**config.mk**
```make
export PLATFORM = sky130hd
export DESIGN_NAME = iocsp_top
export DESIGN_NICKNAME = d
export VERILOG_FILES = /design/src/iocsp_pkg.sv /design/src/iocsp_top.sv /design/src/iocsp_fifo.sv
export SDC_FILE = /design/constraint.sdc
export NUM_CORES = 1
export LEC_CHECK = 0
export BUFFER_PORTS_ARGS = -buffer_cell sky130_fd_sc_hd__buf_2
export CAP_MARGIN = 20
export CORE_ASPECT_RATIO = 0.9
export CORE_MARGIN = 2
export CORE_UTILIZATION = 26
export CTS_BUF_LIST = sky130_fd_sc_hd__clkbuf_8
export DETAILED_ROUTE_END_ITERATION = 10
export GPL_ROUTABILITY_DRIVEN = 1
export GPL_TIMING_DRIVEN = 0
export PLACE_DENSITY = 0.52
export SYNTH_ARGS = -nofsm -noshare
export SYNTH_HDL_FRONTEND = slang
export SYNTH_SLANG_ARGS = --single-unit
```
**constraint.sdc**
```tcl
create_clock -name clk_i -period 7.9 [get_ports clk_i]
set_input_delay 0.395 -clock clk_i [delete_from_list [all_inputs] [get_ports clk_i]]
set_output_delay 0.395 -clock clk_i [all_outputs]
set_load 0.05 [all_outputs]
```
**src/iocsp_pkg.sv**
```systemverilog
`default_nettype none
package iocsp_pkg;
	// port addresses on the low i/o address byte
	localparam logic [7:0] ADDR_SWITCH_MAP = 8'h18;
	localparam logic [7:0] ADDR_SYS_CTRL   = 8'h19;
	localparam logic [7:0] ADDR_PERIPH     = 8'h1A;
	localparam logic [7:0] ADDR_KBD_DATA   = 8'h1B;
	localparam logic [7:0] ADDR_USER_PORT  = 8'h1D;
	localparam logic [7:0] ADDR_VDU_LAST   = 8'h17;
	localparam logic [7:0] ADDR_CTU_FIRST  = 8'h20;
	localparam logic [7:0] ADDR_CTU_LAST   = 8'h23;
	localparam logic [7:0] ADDR_SER_FIRST  = 8'h24;
	localparam logic [7:0] ADDR_SER_LAST   = 8'h27;
	// system control bit positions
	localparam int SC_NET_BIT    = 7;
	localparam int SC_KBRST_BIT  = 6;
	localparam int SC_HS_LSB     = 3;
	localparam int SC_SSTEP_BIT  = 2;
	localparam int SC_PAGE_LSB   = 0;
	// reset value of system control: bit 6 low holds keyboard reset,
	// pages zero; software writes a one to bit 6 to let keys through
	localparam logic [7:0] SC_RESET     = 8'h00;
	localparam logic [7:0] PERIPH_RESET = 8'h00;
	localparam int KEY_ID_BITS = 6;
	// monostable nominal time and resulting count at 20 MHz
	localparam int JOY_MONO_US  = 1000;
	localparam int CLK_MHZ      = 20;
	localparam int JOY_MONO_CYC = JOY_MONO_US * CLK_MHZ;
	// cassette tone division
	localparam int CAS_DIV_HIGH = 26;
	localparam int CAS_DIV_LOW  = 52;

	// host i/o bus request
	typedef struct packed {
		logic [15:0] addr;
		logic [7:0]  wdata;
		logic        rd;
		logic        wr;
	} iocsp_bus_t;

	// device-select strobes
	typedef struct packed {
		logic vdu;
		logic ctu;
		logic ser;
	} iocsp_sel_t;
endpackage
`default_nettype wire

```
**src/iocsp_top.sv**
```systemverilog
// Function
// - keyboard code is 8 bits: 6 key id, 1 spare, 1 up/down
// - a code arrives on press and on release, no key decoding
// - keyboard strobe drives counter-timer channel 2 trigger
// - reading keyboard data port clears keyboard ready flag
// - keyboard reset active after reset; release makes keyboard list held keys
// - page-select bits reset to zero, selecting map 0
// - ports 0-3 at 18H-1BH, port 5 at 1DH, display at 0-17H
// - port 0 write stores bits 3:0 to map entry chosen by upper address
// - port 1 write: network, kbd reset, handshakes, single step, pages
// - port 1 read: network, user ready, handshake in, kbd ready, blanks
// - port 2 read: buttons, timers, serial rx, cts, cassette level, data
// - port 2 write: column, alt chars, speaker, trigger, tx, modes, wren
// - cassette tone from channel 1, then divided by two for square wave
// - cassette output reaches recorder only while write enable bit is zero
// - cassette level input pin is readable by host; the divider output is not
// - rising trigger edge fires both joystick monostables, read as timers
// - user strobe rising edge latches data, sets ready and busy
// - host read of user port clears ready and busy
// - while user strobe low the user port is transparent
// - frame blanking clocks counter-timer channel 4
`timescale 1ns/1ns
`default_nettype none
module iocsp_top #(
	parameter int JOY_CYC = iocsp_pkg::JOY_MONO_CYC,
	parameter int KFIFO_DEPTH = 8
) (
	// clock and reset
	input  wire logic                   clk_i,
	input  wire logic                   reset_n_i,
	// host i/o bus
	input  wire iocsp_pkg::iocsp_bus_t  bus_i,
	output logic                 [7:0]  rdata_o,
	output logic                        rdata_valid_o,
	output iocsp_pkg::iocsp_sel_t       sel_o,
	// keyboard
	input  wire logic            [7:0]  kbd_code_i,
	input  wire logic                   kbd_strobe_i,
	output logic                        kbd_reset_o,
	output logic                        ctu_ch2_trig_o,
	// switches, blanks, network
	input  wire logic            [7:0]  switches_i,
	input  wire logic                   frame_blank_i,
	input  wire logic                   line_blank_i,
	input  wire logic            [2:0]  net_status_i,
	output logic                        ctu_ch4_clk_o,
	output logic                        net_ctrl_o,
	// memory mapping
	input  wire logic            [1:0]  cpu_addr_top_i,
	output logic                 [3:0]  mapped_addr_o,
	output logic                 [1:0]  page_select_o,
	output logic                        single_step_irq_enable_o,
	// user parallel port
	input  wire logic            [7:0]  user_data_i,
	input  wire logic                   user_strobe_i,
	input  wire logic                   user_soft_handshake_in_i,
	output logic                        user_busy_o,
	output logic                 [2:0]  user_soft_handshake_out_o,
	// cassette
	input  wire logic                   ctu_ch1_out_i,
	input  wire logic                   cassette_level_in_i,
	input  wire logic                   cassette_data_in_i,
	output logic                        cassette_out_o,
	output logic                 [1:0]  cassette_mode_o,
	// joystick, serial, display
	input  wire logic            [1:0]  joystick_button_i,
	input  wire logic                   soft_serial_rx_i,
	input  wire logic                   soft_serial_cts_i,
	output logic                 [1:0]  joystick_timer_o,
	output logic                        soft_serial_tx_o,
	output logic                        loudspeaker_out_o,
	output logic                        alt_charset_o,
	output logic                        col80_select_o
);
	localparam int JW = $clog2(JOY_CYC + 1);

	// pin samples, two stages each
	typedef struct packed {
		logic [7:0] kcode;
		logic       kstb;
		logic [7:0] sw;
		logic       fb;
		logic       lb;
		logic [2:0] net;
		logic [7:0] udata;
		logic       ustb;
		logic       uhs;
		logic       cas1;
		logic       clev;
		logic       cdat;
		logic [1:0] jb;
		logic       rx;
		logic       cts;
	} iocsp_pins_t;

	typedef struct packed {
		iocsp_pins_t       s1;
		iocsp_pins_t       s2;
		logic              kstb_prev;
		logic              ustb_prev;
		logic              cas1_prev;
		logic              cas_div;
		logic              kbd_ready;
		logic              user_ready;
		logic [7:0]        user_latch;
		logic [7:0]        sysctl;
		logic [7:0]        periph;
		logic [3:0]        map0;
		logic [3:0]        map1;
		logic [3:0]        map2;
		logic [3:0]        map3;
		logic [1:0]        mono_on;
		logic [JW-1:0]     mono_cnt;
		logic              joystick_trigger_prev;
		logic [7:0]        rdata;
		logic              rvalid;
		iocsp_pkg::iocsp_sel_t sel;
		logic              ch2;
		logic              ch4;
		logic [3:0]        maddr;
		logic              kbd_rst;
		logic              cas_out;
	} iocsp_state_t;

	iocsp_state_t s_q;
	iocsp_state_t s_d;
	iocsp_pins_t  pins_now;

	// keyboard code queue between strobe capture and data port reads
	logic       kf_in_ready;
	logic       kf_out_valid;
	logic [7:0] kf_out_data;
	logic       kf_push;
	logic       kf_pop;
	logic [7:0] a_lo;
	logic       rd_kbd;
	logic       rd_user;
	logic       kstb_rise;
	logic       ustb_rise;

	assign pins_now = '{kcode: kbd_code_i, kstb: kbd_strobe_i,
		sw: switches_i, fb: frame_blank_i, lb: line_blank_i,
		net: net_status_i, udata: user_data_i, ustb: user_strobe_i,
		uhs: user_soft_handshake_in_i, cas1: ctu_ch1_out_i,
		clev: cassette_level_in_i, cdat: cassette_data_in_i,
		jb: joystick_button_i, rx: soft_serial_rx_i,
		cts: soft_serial_cts_i};

	assign a_lo      = bus_i.addr[7:0];
	assign rd_kbd    = bus_i.rd && (a_lo == iocsp_pkg::ADDR_KBD_DATA);
	assign rd_user   = bus_i.rd && (a_lo == iocsp_pkg::ADDR_USER_PORT);
	assign kstb_rise = s_q.s2.kstb && !s_q.kstb_prev;
	assign ustb_rise = s_q.s2.ustb && !s_q.ustb_prev;
	// codes are queued as-is, 6 id + spare + direction bit
	assign kf_push   = kstb_rise && !s_q.kbd_rst;
	assign kf_pop    = rd_kbd && kf_out_valid;

	iocsp_fifo #(
		.WIDTH (8),
		.DEPTH (KFIFO_DEPTH)
	) u_kfifo (
		.clk_i       (clk_i),
		.reset_n_i   (reset_n_i),
		.in_valid_i  (kf_push),
		.in_ready_o  (kf_in_ready),
		.in_data_i   (s_q.s2.kcode),
		.out_valid_o (kf_out_valid),
		.out_ready_i (kf_pop),
		.out_data_o  (kf_out_data)
	);

	// next-state logic for the whole port bank
	always_comb begin
		s_d = s_q;
		s_d.s1 = pins_now;
		s_d.s2 = s_q.s1;
		s_d.kstb_prev  = s_q.s2.kstb;
		s_d.ustb_prev  = s_q.s2.ustb;
		s_d.cas1_prev  = s_q.s2.cas1;
		s_d.joystick_trigger_prev = s_q.periph[4];
		s_d.rvalid     = bus_i.rd;
		s_d.rdata      = 8'h00;
		// chip selects decoded on the low address byte
		s_d.sel.vdu = (bus_i.rd || bus_i.wr) &&
			(a_lo <= iocsp_pkg::ADDR_VDU_LAST);
		s_d.sel.ctu = (bus_i.rd || bus_i.wr) &&
			(a_lo >= iocsp_pkg::ADDR_CTU_FIRST) &&
			(a_lo <= iocsp_pkg::ADDR_CTU_LAST);
		s_d.sel.ser = (bus_i.rd || bus_i.wr) &&
			(a_lo >= iocsp_pkg::ADDR_SER_FIRST) &&
			(a_lo <= iocsp_pkg::ADDR_SER_LAST);
		// strobe pulse to channel 2 for each press or release
		s_d.ch2 = kf_push;
		// frame blank clocks channel 4 for key repeat
		s_d.ch4 = s_q.s2.fb;
		// cassette divide-by-two on channel 1 rising edges
		if (s_q.s2.cas1 && !s_q.cas1_prev)
			s_d.cas_div = !s_q.cas_div;
		// ready set by strobe; set beats a same-cycle clear
		if (kf_push)
			s_d.kbd_ready = 1'b1;
		else if (rd_kbd)
			s_d.kbd_ready = 1'b0;
		// user port: transparent while strobe low, latch on rise
		if (!s_q.s2.ustb)
			s_d.user_latch = s_q.s2.udata;
		if (ustb_rise) begin
			s_d.user_latch = s_q.s2.udata;
			s_d.user_ready = 1'b1;
		end else if (rd_user) begin
			s_d.user_ready = 1'b0;
		end
		// monostables: rising trigger restarts both timers
		if (s_q.periph[4] && !s_q.joystick_trigger_prev) begin
			s_d.mono_on  = 2'b11;
			s_d.mono_cnt = JW'(JOY_CYC - 1);
		end else if (s_q.mono_cnt != '0) begin
			s_d.mono_cnt = s_q.mono_cnt - 1'b1;
		end else begin
			s_d.mono_on = 2'b00;
		end
		// register writes
		if (bus_i.wr) begin
			unique case (a_lo)
				iocsp_pkg::ADDR_SWITCH_MAP: begin
					// entry chosen by upper address byte
					unique case (bus_i.addr[9:8])
						2'd0: s_d.map0 = bus_i.wdata[3:0];
						2'd1: s_d.map1 = bus_i.wdata[3:0];
						2'd2: s_d.map2 = bus_i.wdata[3:0];
						2'd3: s_d.map3 = bus_i.wdata[3:0];
					endcase
				end
				iocsp_pkg::ADDR_SYS_CTRL:
					s_d.sysctl = bus_i.wdata;
				iocsp_pkg::ADDR_PERIPH:
					s_d.periph = bus_i.wdata;
				default: ;
			endcase
		end
		// register reads, answered one cycle later
		if (bus_i.rd) begin
			unique case (a_lo)
				iocsp_pkg::ADDR_SWITCH_MAP:
					s_d.rdata = s_q.s2.sw;
				iocsp_pkg::ADDR_SYS_CTRL:
					s_d.rdata = {s_q.s2.net, s_q.user_ready,
						s_q.s2.uhs, s_q.kbd_ready,
						s_q.s2.fb, s_q.s2.lb};
				iocsp_pkg::ADDR_PERIPH:
					s_d.rdata = {s_q.s2.jb[1], s_q.s2.jb[0],
						s_q.mono_on[0], s_q.mono_on[1],
						s_q.s2.rx, s_q.s2.cts,
						s_q.s2.clev, s_q.s2.cdat};
				iocsp_pkg::ADDR_KBD_DATA:
					// empty queue reads zero, not a stale word
					s_d.rdata = kf_out_valid ? kf_out_data : 8'h00;
				iocsp_pkg::ADDR_USER_PORT:
					s_d.rdata = s_q.user_latch;
				default:
					s_d.rdata = 8'h00;
			endcase
		end
		// lookup of mapped address from cpu address top bits
		unique case (cpu_addr_top_i)
			2'd0: s_d.maddr = s_q.map0;
			2'd1: s_d.maddr = s_q.map1;
			2'd2: s_d.maddr = s_q.map2;
			2'd3: s_d.maddr = s_q.map3;
		endcase
		// a one in bit 6 releases the keyboard reset
		s_d.kbd_rst = !s_d.sysctl[iocsp_pkg::SC_KBRST_BIT];
		// gated output registered so the pin comes from a flop
		s_d.cas_out = s_d.cas_div && !s_d.periph[0];
	end

	// one register for all state; keyboard reset and map 0 on reset
	always_ff @(posedge clk_i or negedge reset_n_i) begin
		if (!reset_n_i) begin
			s_q        <= '0;
			s_q.sysctl <= iocsp_pkg::SC_RESET;
			s_q.periph <= iocsp_pkg::PERIPH_RESET;
			s_q.kbd_rst <= 1'b1;
		end else begin
			s_q <= s_d;
		end
	end

	// outputs straight from state flip-flops
	assign rdata_o        = s_q.rdata;
	assign rdata_valid_o  = s_q.rvalid;
	assign sel_o          = s_q.sel;
	assign kbd_reset_o    = s_q.kbd_rst;
	assign ctu_ch2_trig_o = s_q.ch2;
	assign ctu_ch4_clk_o  = s_q.ch4;
	assign net_ctrl_o     = s_q.sysctl[iocsp_pkg::SC_NET_BIT];
	assign mapped_addr_o  = s_q.maddr;
	assign page_select_o  = s_q.sysctl[iocsp_pkg::SC_PAGE_LSB +: 2];
	assign single_step_irq_enable_o =
		s_q.sysctl[iocsp_pkg::SC_SSTEP_BIT];
	assign user_busy_o    = s_q.user_ready;  // busy mirrors ready
	assign user_soft_handshake_out_o =
		s_q.sysctl[iocsp_pkg::SC_HS_LSB +: 3];
	// forced low while write enable bit is one
	assign cassette_out_o  = s_q.cas_out;
	assign cassette_mode_o = s_q.periph[2:1];
	assign joystick_timer_o  = s_q.mono_on;
	assign soft_serial_tx_o  = s_q.periph[3];
	assign loudspeaker_out_o = s_q.periph[5];
	assign alt_charset_o     = s_q.periph[6];
	assign col80_select_o    = s_q.periph[7];
endmodule // iocsp_top
`default_nettype wire

```
**src/iocsp_fifo.sv**
```systemverilog
`timescale 1ns/1ns
`default_nettype none
module iocsp_fifo #(
	parameter int WIDTH = 8,
	parameter int DEPTH = 8
) (
	// clock and reset
	input  wire logic             clk_i,
	input  wire logic             reset_n_i,
	// fill side
	input  wire logic             in_valid_i,
	output logic                  in_ready_o,
	input  wire logic [WIDTH-1:0] in_data_i,
	// drain side
	output logic                  out_valid_o,
	input  wire logic             out_ready_i,
	output logic      [WIDTH-1:0] out_data_o
);
	localparam int AW = $clog2(DEPTH);
	typedef struct packed {
		logic [AW-1:0] wp;
		logic [AW-1:0] rp;
		logic [AW:0]   cnt;
	} iocsp_fifo_st_t;
	iocsp_fifo_st_t   s_q;
	iocsp_fifo_st_t   s_d;
	logic [WIDTH-1:0] mem_q [DEPTH];
	logic             push;
	logic             pop;

	assign in_ready_o  = (s_q.cnt != DEPTH[AW:0]);
	assign out_valid_o = (s_q.cnt != '0);
	assign out_data_o  = mem_q[s_q.rp];
	assign push        = in_valid_i && in_ready_o;
	assign pop         = out_valid_o && out_ready_i;

	// pointer and count update
	always_comb begin
		s_d = s_q;
		if (push)
			s_d.wp = (s_q.wp == AW'(DEPTH - 1)) ? '0 : s_q.wp + 1'b1;
		if (pop)
			s_d.rp = (s_q.rp == AW'(DEPTH - 1)) ? '0 : s_q.rp + 1'b1;
		if (push && !pop)
			s_d.cnt = s_q.cnt + 1'b1;
		else if (pop && !push)
			s_d.cnt = s_q.cnt - 1'b1;
	end

	always_ff @(posedge clk_i or negedge reset_n_i) begin
		if (!reset_n_i)
			s_q <= '0;
		else
			s_q <= s_d;
	end

	// storage has no reset; valid gating hides stale words
	always_ff @(posedge clk_i) begin
		if (push)
			mem_q[s_q.wp] <= in_data_i;
	end
endmodule // iocsp_fifo
`default_nettype wire

```
# Yosys cells after proc, flatten, opt, wreduce, memory -nomap -nowiden
# Memories as Yosys holds them, arrays and structs flattened.
# Index checks and enable logic that the tools add are counted.
# totals
register_bits	172
mem_bits_rw	64
wordCells	159
memories	1
# op_classes
add_sub_neg	5
order_cmp	5
n_eq_ne	16
muxes	28
reduce_logical	43
# mem_list
name	words	word_bits	rd	rd_clocked_by_memory_dff	write_ports	line_no	text
u_kfifo.mem_q	8	8	1	0	1	iocsp_fifo.sv:27	logic [WIDTH-1:0] mem_q [DEPTH];
# ops
operator	count
equality test 8 x 5 -> 1 bit (second input constant)	5
2-to-1 mux 8 bit	5
case mux 8 bit (5 select lines)	1
2-to-1 mux 31 bit	1
2-to-1 mux 4 bit	6
logical AND 1 bit	18
2-to-1 mux 17 bit	1
>= comparator 8 x 6 -> 1 bit (second input constant)	2
<= comparator 8 x 6 -> 1 bit (second input constant)	2
2-to-1 mux 16 bit	1
case mux 4 bit (4 select lines)	1
2-to-1 mux 15 bit	1
nonzero test 15 bit	1
subtractor 15 x 1 -> 15 bit (second input constant)	1
AND reduction 3 bit	4
zero test 1 bit	10
equality test 2 bit (second input constant)	4
<= comparator 8 x 5 -> 1 bit (second input constant)	1
nonzero test 2 bit	4
2-to-1 mux 1 bit	7
2-to-1 mux 7 bit	1
adder 3 x 1 -> 3 bit (second input constant)	2
equality test 3 bit (second input constant)	2
2-to-1 mux 3 bit	2
other kinds (11)	14

# Logic depth before layout (Yosys ltp)
# logic_depth
depth_word	8
depth_mapped	11
ltp_nobuf	10

# Hierarchy
# Synthesis repeated with hierarchy kept, for this count alone.
# hier_totals
cells_unflattened	542
hier_area_um2	8924.8
# modules_own_cells
module	n_inst	cells_per_inst	area_per_inst_um2	seq_area_each_um2
iocsp_top	1	385	5773.0	4030.1
iocsp_fifo	1	157	3151.8	2172.1

# Worst setup path before layout
# Ideal clock, no wire load.
# synth_timing
kind	input to register
startpoint	input port bus_i[17] (netlist name)
endpoint	register u_kfifo.s_q[3] (netlist name)
setup_ps	136
arrival_time_ps	2463
t_required_ps	7764
setup_slack_ps	5301
stages	10
path_cell_list	nand4bb_1 nor2_1 nand4_1 clkbuf_1 ha_1 inv_1 ha_1 a21o_1 a2111oi_0 o31ai_1
# synth_via
elab_chain_len	7
elab_cells_between_ends	9
cone_classes	eq/ne (1); mux (1); reduce/logical (7)
# synth_rtl
item	line_no	text
start, declared	iocsp_top.sv:32	input wire iocsp_pkg::iocsp_bus_t bus_i,
equality test 8 x 5 -> 1 bit (*)	iocsp_top.sv:150	assign rd_kbd = bus_i.rd && (a_lo == iocsp_pkg::ADDR_KBD_DATA);
logical AND 1 bit (*)	iocsp_top.sv:150	
logical AND 1 bit (*)	iocsp_top.sv:156	assign kf_pop = rd_kbd && kf_out_valid;
logical AND 1 bit (*)	iocsp_fifo.sv:35	assign pop = out_valid_o && out_ready_i;
zero test 1 bit	iocsp_fifo.sv:44	if (push && !pop)
logical AND 1 bit	iocsp_fifo.sv:44	
2-to-1 mux 4 bit or nonzero test 2 bit (tied branches)	-	
end signal, assigned	iocsp_fifo.sv:52	s_q <= '0;
end signal, assigned	iocsp_fifo.sv:54	s_q <= s_d;
end, declared	iocsp_fifo.sv:25	iocsp_fifo_st_t s_q;
# Every way passes the cells marked *; elsewhere a longest branch is shown, timed or not.
# A chain may end at the register's enable or synchronous reset.

# Final worst setup path
# layout_timing
startpoint	register u_kfifo.s_q[0] (netlist name)
endpoint	register u_kfifo.s_q[3] (netlist name)
# layout_via
elab_chain_len	6
elab_cells_between_ends	14
cone_classes	add/sub (2); eq/ne (1); mux (2); reduce/logical (9)
# layout_rtl
item
parallel branches: the longest is 6 deep, another holds subtractor 4 x 1 -> 4 bit
# Several ways; the timed one is not identified. The select of a mux whose other input is x is not followed.

==> results.md <==
* Syn nets at 614
* Max-Cap Viols at 0
* Kind of critical path: reg -> reg
* Number of setup buffers added after CTS at 0
* Syn Inst Count at 535
* 1st-iter DRT viols at 210
* Mapped Area at 8830 um2
* Status: finished clean
* Worst path most repeated cell: ha_1
* Final setup TNS at 0 ps
* Vias at 4996
* Pwr dens at 254 nW/um2
* Top_reg_cell synth: dfrtp_1
* Die Footprint at 35500 um2
* Worst slew pin tran at 982 ps
* Finished Layout Cells at 1213
* Clock transition at path regs at 70 ps
* Synth-to-layout area growth at 26.8%
* TritonCTS Sinks at 235
* Post-route clock period utilization at 39.0%
* Hold buffer count at CTS at 41
* Row Count at 64
* Tot Pwr at 2840 uW
* Port bufs at 98
* Ys async rst share at 72.8%
* Gr usage total at 11.2%
* Relative max-transition margin at 33.6%
* VDD IR max at 0.155 mV
* Post_cts resized at 0
* Maximum clock rate at 324 MHz
* Crit path max-delay cell type: clkbuf_1
* Worst hold path type: in -> reg
* Leak at 0.00481 uW
* Sequential share of the synthesized area at 70.2%
* Grt ovf at 0
* Number of synthesized flops with an enable pin at 64
* Clock tree from TritonCTS: yes
* Top sig layer: met4
* Pre-antenna DRT Iters at 4
* Chip height at 179 um
* WL final at 19200 um
* # setup viols final at 0
* Max-slew violation count at 0
* Final Skew at 15.9 ps
* CP required at 8320 ps
* Netlist cell types at 56
* H-tree depth at 2
* Starting density of the core at 26.2%
* DRC viols at 0
* Synth area leader: dfrtp_1
* Crit path largest cell delay at 490 ps
* Cells after DPL at 1096
* Post-DP HPWL at 12200 um
* First-pass GRT wire length at 29600 um
* Flops & latches, synth at 235
* Io pins at 105
* Avg Cell Area, Syn at 16.5 um2
* Unrepaired setup endpoints after global routing: no
* Antenna Nets Post-Route at 0
* WL met1 at 9170 um
* Synth Warn # at 0
* Met2 WL at 8690 um
* Initial antenna violation count at 2
* Die width at 198 um
* Share of cells above drive strength 1 at 34.9%
* Worst EP arrival at 3510 ps
* Vias per inst at 4.12
* Fin. Hold Viols at 0
* Largest net degree at the start of global routing at 115
* Endpoint type of the worst setup path: flop
* Synth top area share at 48.2%
* Final GP Congestion at 0.761
* DR WL/cell at 15.8 um
* Crit Path Max Fanout at 10
* Core Region at 33700 um2
* Fin nets at 797
* Critical-path cell list: nor3_1 -> nand2b_1 -> nand4_1 -> clkbuf_1 -> ha_1 -> inv_1 -> ha_1 -> a21o_1 -> a2111oi_0 -> o31ai_1
* Leading post-synthesis cells by cell area: dfrtp_1 (48%), edfxtp_1 (22%), mux2_2 (6.0%), mux4_2 (5.1%), mux2i_1 (3.2%)
* Period minus WS final at 3080 ps
* TritonCTS Buffers at 41
* CTS Root Cell: clkbuf_8
* Clock buffer depth at 3
* Met3 wire len at 788 um
* Clock latency at the later pin of the worst-skew pair at 550 ps
* Startpoint Class: flop
* R2r setup slk at 4820 ps
* Vias in the first global route at 5250
[flip-flops by register name (all words and copies together) (netlist names), 2 cells and up]
name and flops:
page_select_o 2, u_kfifo.s_q 10, s_d 44, u_kfifo.mem_q 64
cassette_mode_o 2, rdata_o 8, mapped_addr_o 4, user_soft_handshake_out_o 3
s_q 82, sel_o 3
[path summary, 6_finish.rpt]
kind	start	cells after the start	endpoint
max in group asynchronous	reset_n_i	3	s_q[80]
worst max register to register	u_kfifo.s_q[0]	10	u_kfifo.s_q[3]
worst min register to register	s_d[107]	0	s_q[107]
worst max-delay path	u_kfifo.s_q[0]	10	u_kfifo.s_q[3]
min in group asynchronous	reset_n_i	2	s_q[120]
worst min-delay path	bus_i[1]	1	rdata_valid_o
[cells by family (layout without fill, tap and decap cells)]
| kind of cell | count (synthesis) | in the layout | share of synthesized area, % |
|---|---|---|---|
| DFF | 235 | 235 | 70.2 |
| other | 0 | 1 | 0 |
| buffers and inverters | 46 | 261 | 3.10 |
| muxes | 95 | 95 | 14.3 |
| AOI/OAI and AO/OA | 51 | 51 | 4.05 |
| xor gates and xnor gates | 4 | 4 | 0.397 |
| adders and majority gates | 10 | 10 | 1.50 |
| and+or+nand+nor | 94 | 94 | 6.43 |
[power by group]
| group | switching, uW | internal, uW |
|---|---|---|
| sequential | 72.8 | 1340 |
| combinational | 194 | 149 |
| clock | 499 | 590 |
[synthesized netlist by cell type, types with 9 or more instances]
master / n
ha_1: 9
buf_4: 24
nand2_1: 14
mux2_2: 47
mux4_2: 20
mux2i_1: 28
nand2b_1: 10
dfrtp_1: 170
edfxtp_1: 64
nor2_1: 11
[layer usage]
metal / vias up / track usage (%)
li1: 2350 / -
met1: 2489 / 15.2
met2: 117 / 17.1
met3: 40 / 2.56
met4: 0 / 4.92
met5: - / 0
[cell usage in the layout, fill, tap and decap left out, types with 6 or more instances in the layout]
cell / netlist / routed
dfrtp_1: 170 / 170
buf_4: 24 / 24
clkbuf_8: 0 / 48
mux2_2: 47 / 47
dlygate4sd3_1: 0 / 41
nor3_1: 8 / 6
mux2i_1: 28 / 28
or4_1: 7 / 7
ha_1: 9 / 9
o2bb2ai_1: 8 / 8
nand2_1: 14 / 14
clkbuf_1: 8 / 8
o21ai_0: 8 / 8
inv_1: 6 / 20
buf_2: 3 / 100
nor2_1: 11 / 11
o22ai_1: 8 / 8
edfxtp_1: 64 / 64
mux4_2: 20 / 20
nand2b_1: 10 / 10
[stage by stage]
stage	worst slack (ps)	hold slack, ps	utilization [%]	cell area [um2]
4_1_cts	4740	0.181	33.2	11200
5_1_grt	4460	9.60	33.2	11200
2_1_floorplan	5300	99.4	-	8830
6_report	4820	43.1	33.2	11200
3_3_place_gp	3390	331	29.4	9900
3_5_place_dp	4580	335	29.6	9970
[critical path, delay by kind of cell, from the launching register on]
family          cells  cell delay, ps
compound gates      3             770
buf+inv             2             620
fa+ha+maj           2             610
simple gates        3             550
flops               1             440
[final cells by class]
| cell class | instances | area [um2] |
|---|---|---|
| Multi-Input combinational cell | 254 | 2390 |
| Clock inverter | 27 | 150 |
| Inverter | 6 | 22.5 |
| Antenna cell | 1 | 2.50 |
| Sequential cell | 235 | 6200 |
| Fill cell | 3276 | 22500 |
| Timing Repair Buffer | 140 | 938 |
| Buffer | 40 | 251 |
| Clock buffer | 48 | 661 |
| Tap cell | 462 | 578 |
No activity file was read; power rests on OpenSTA's default activity.
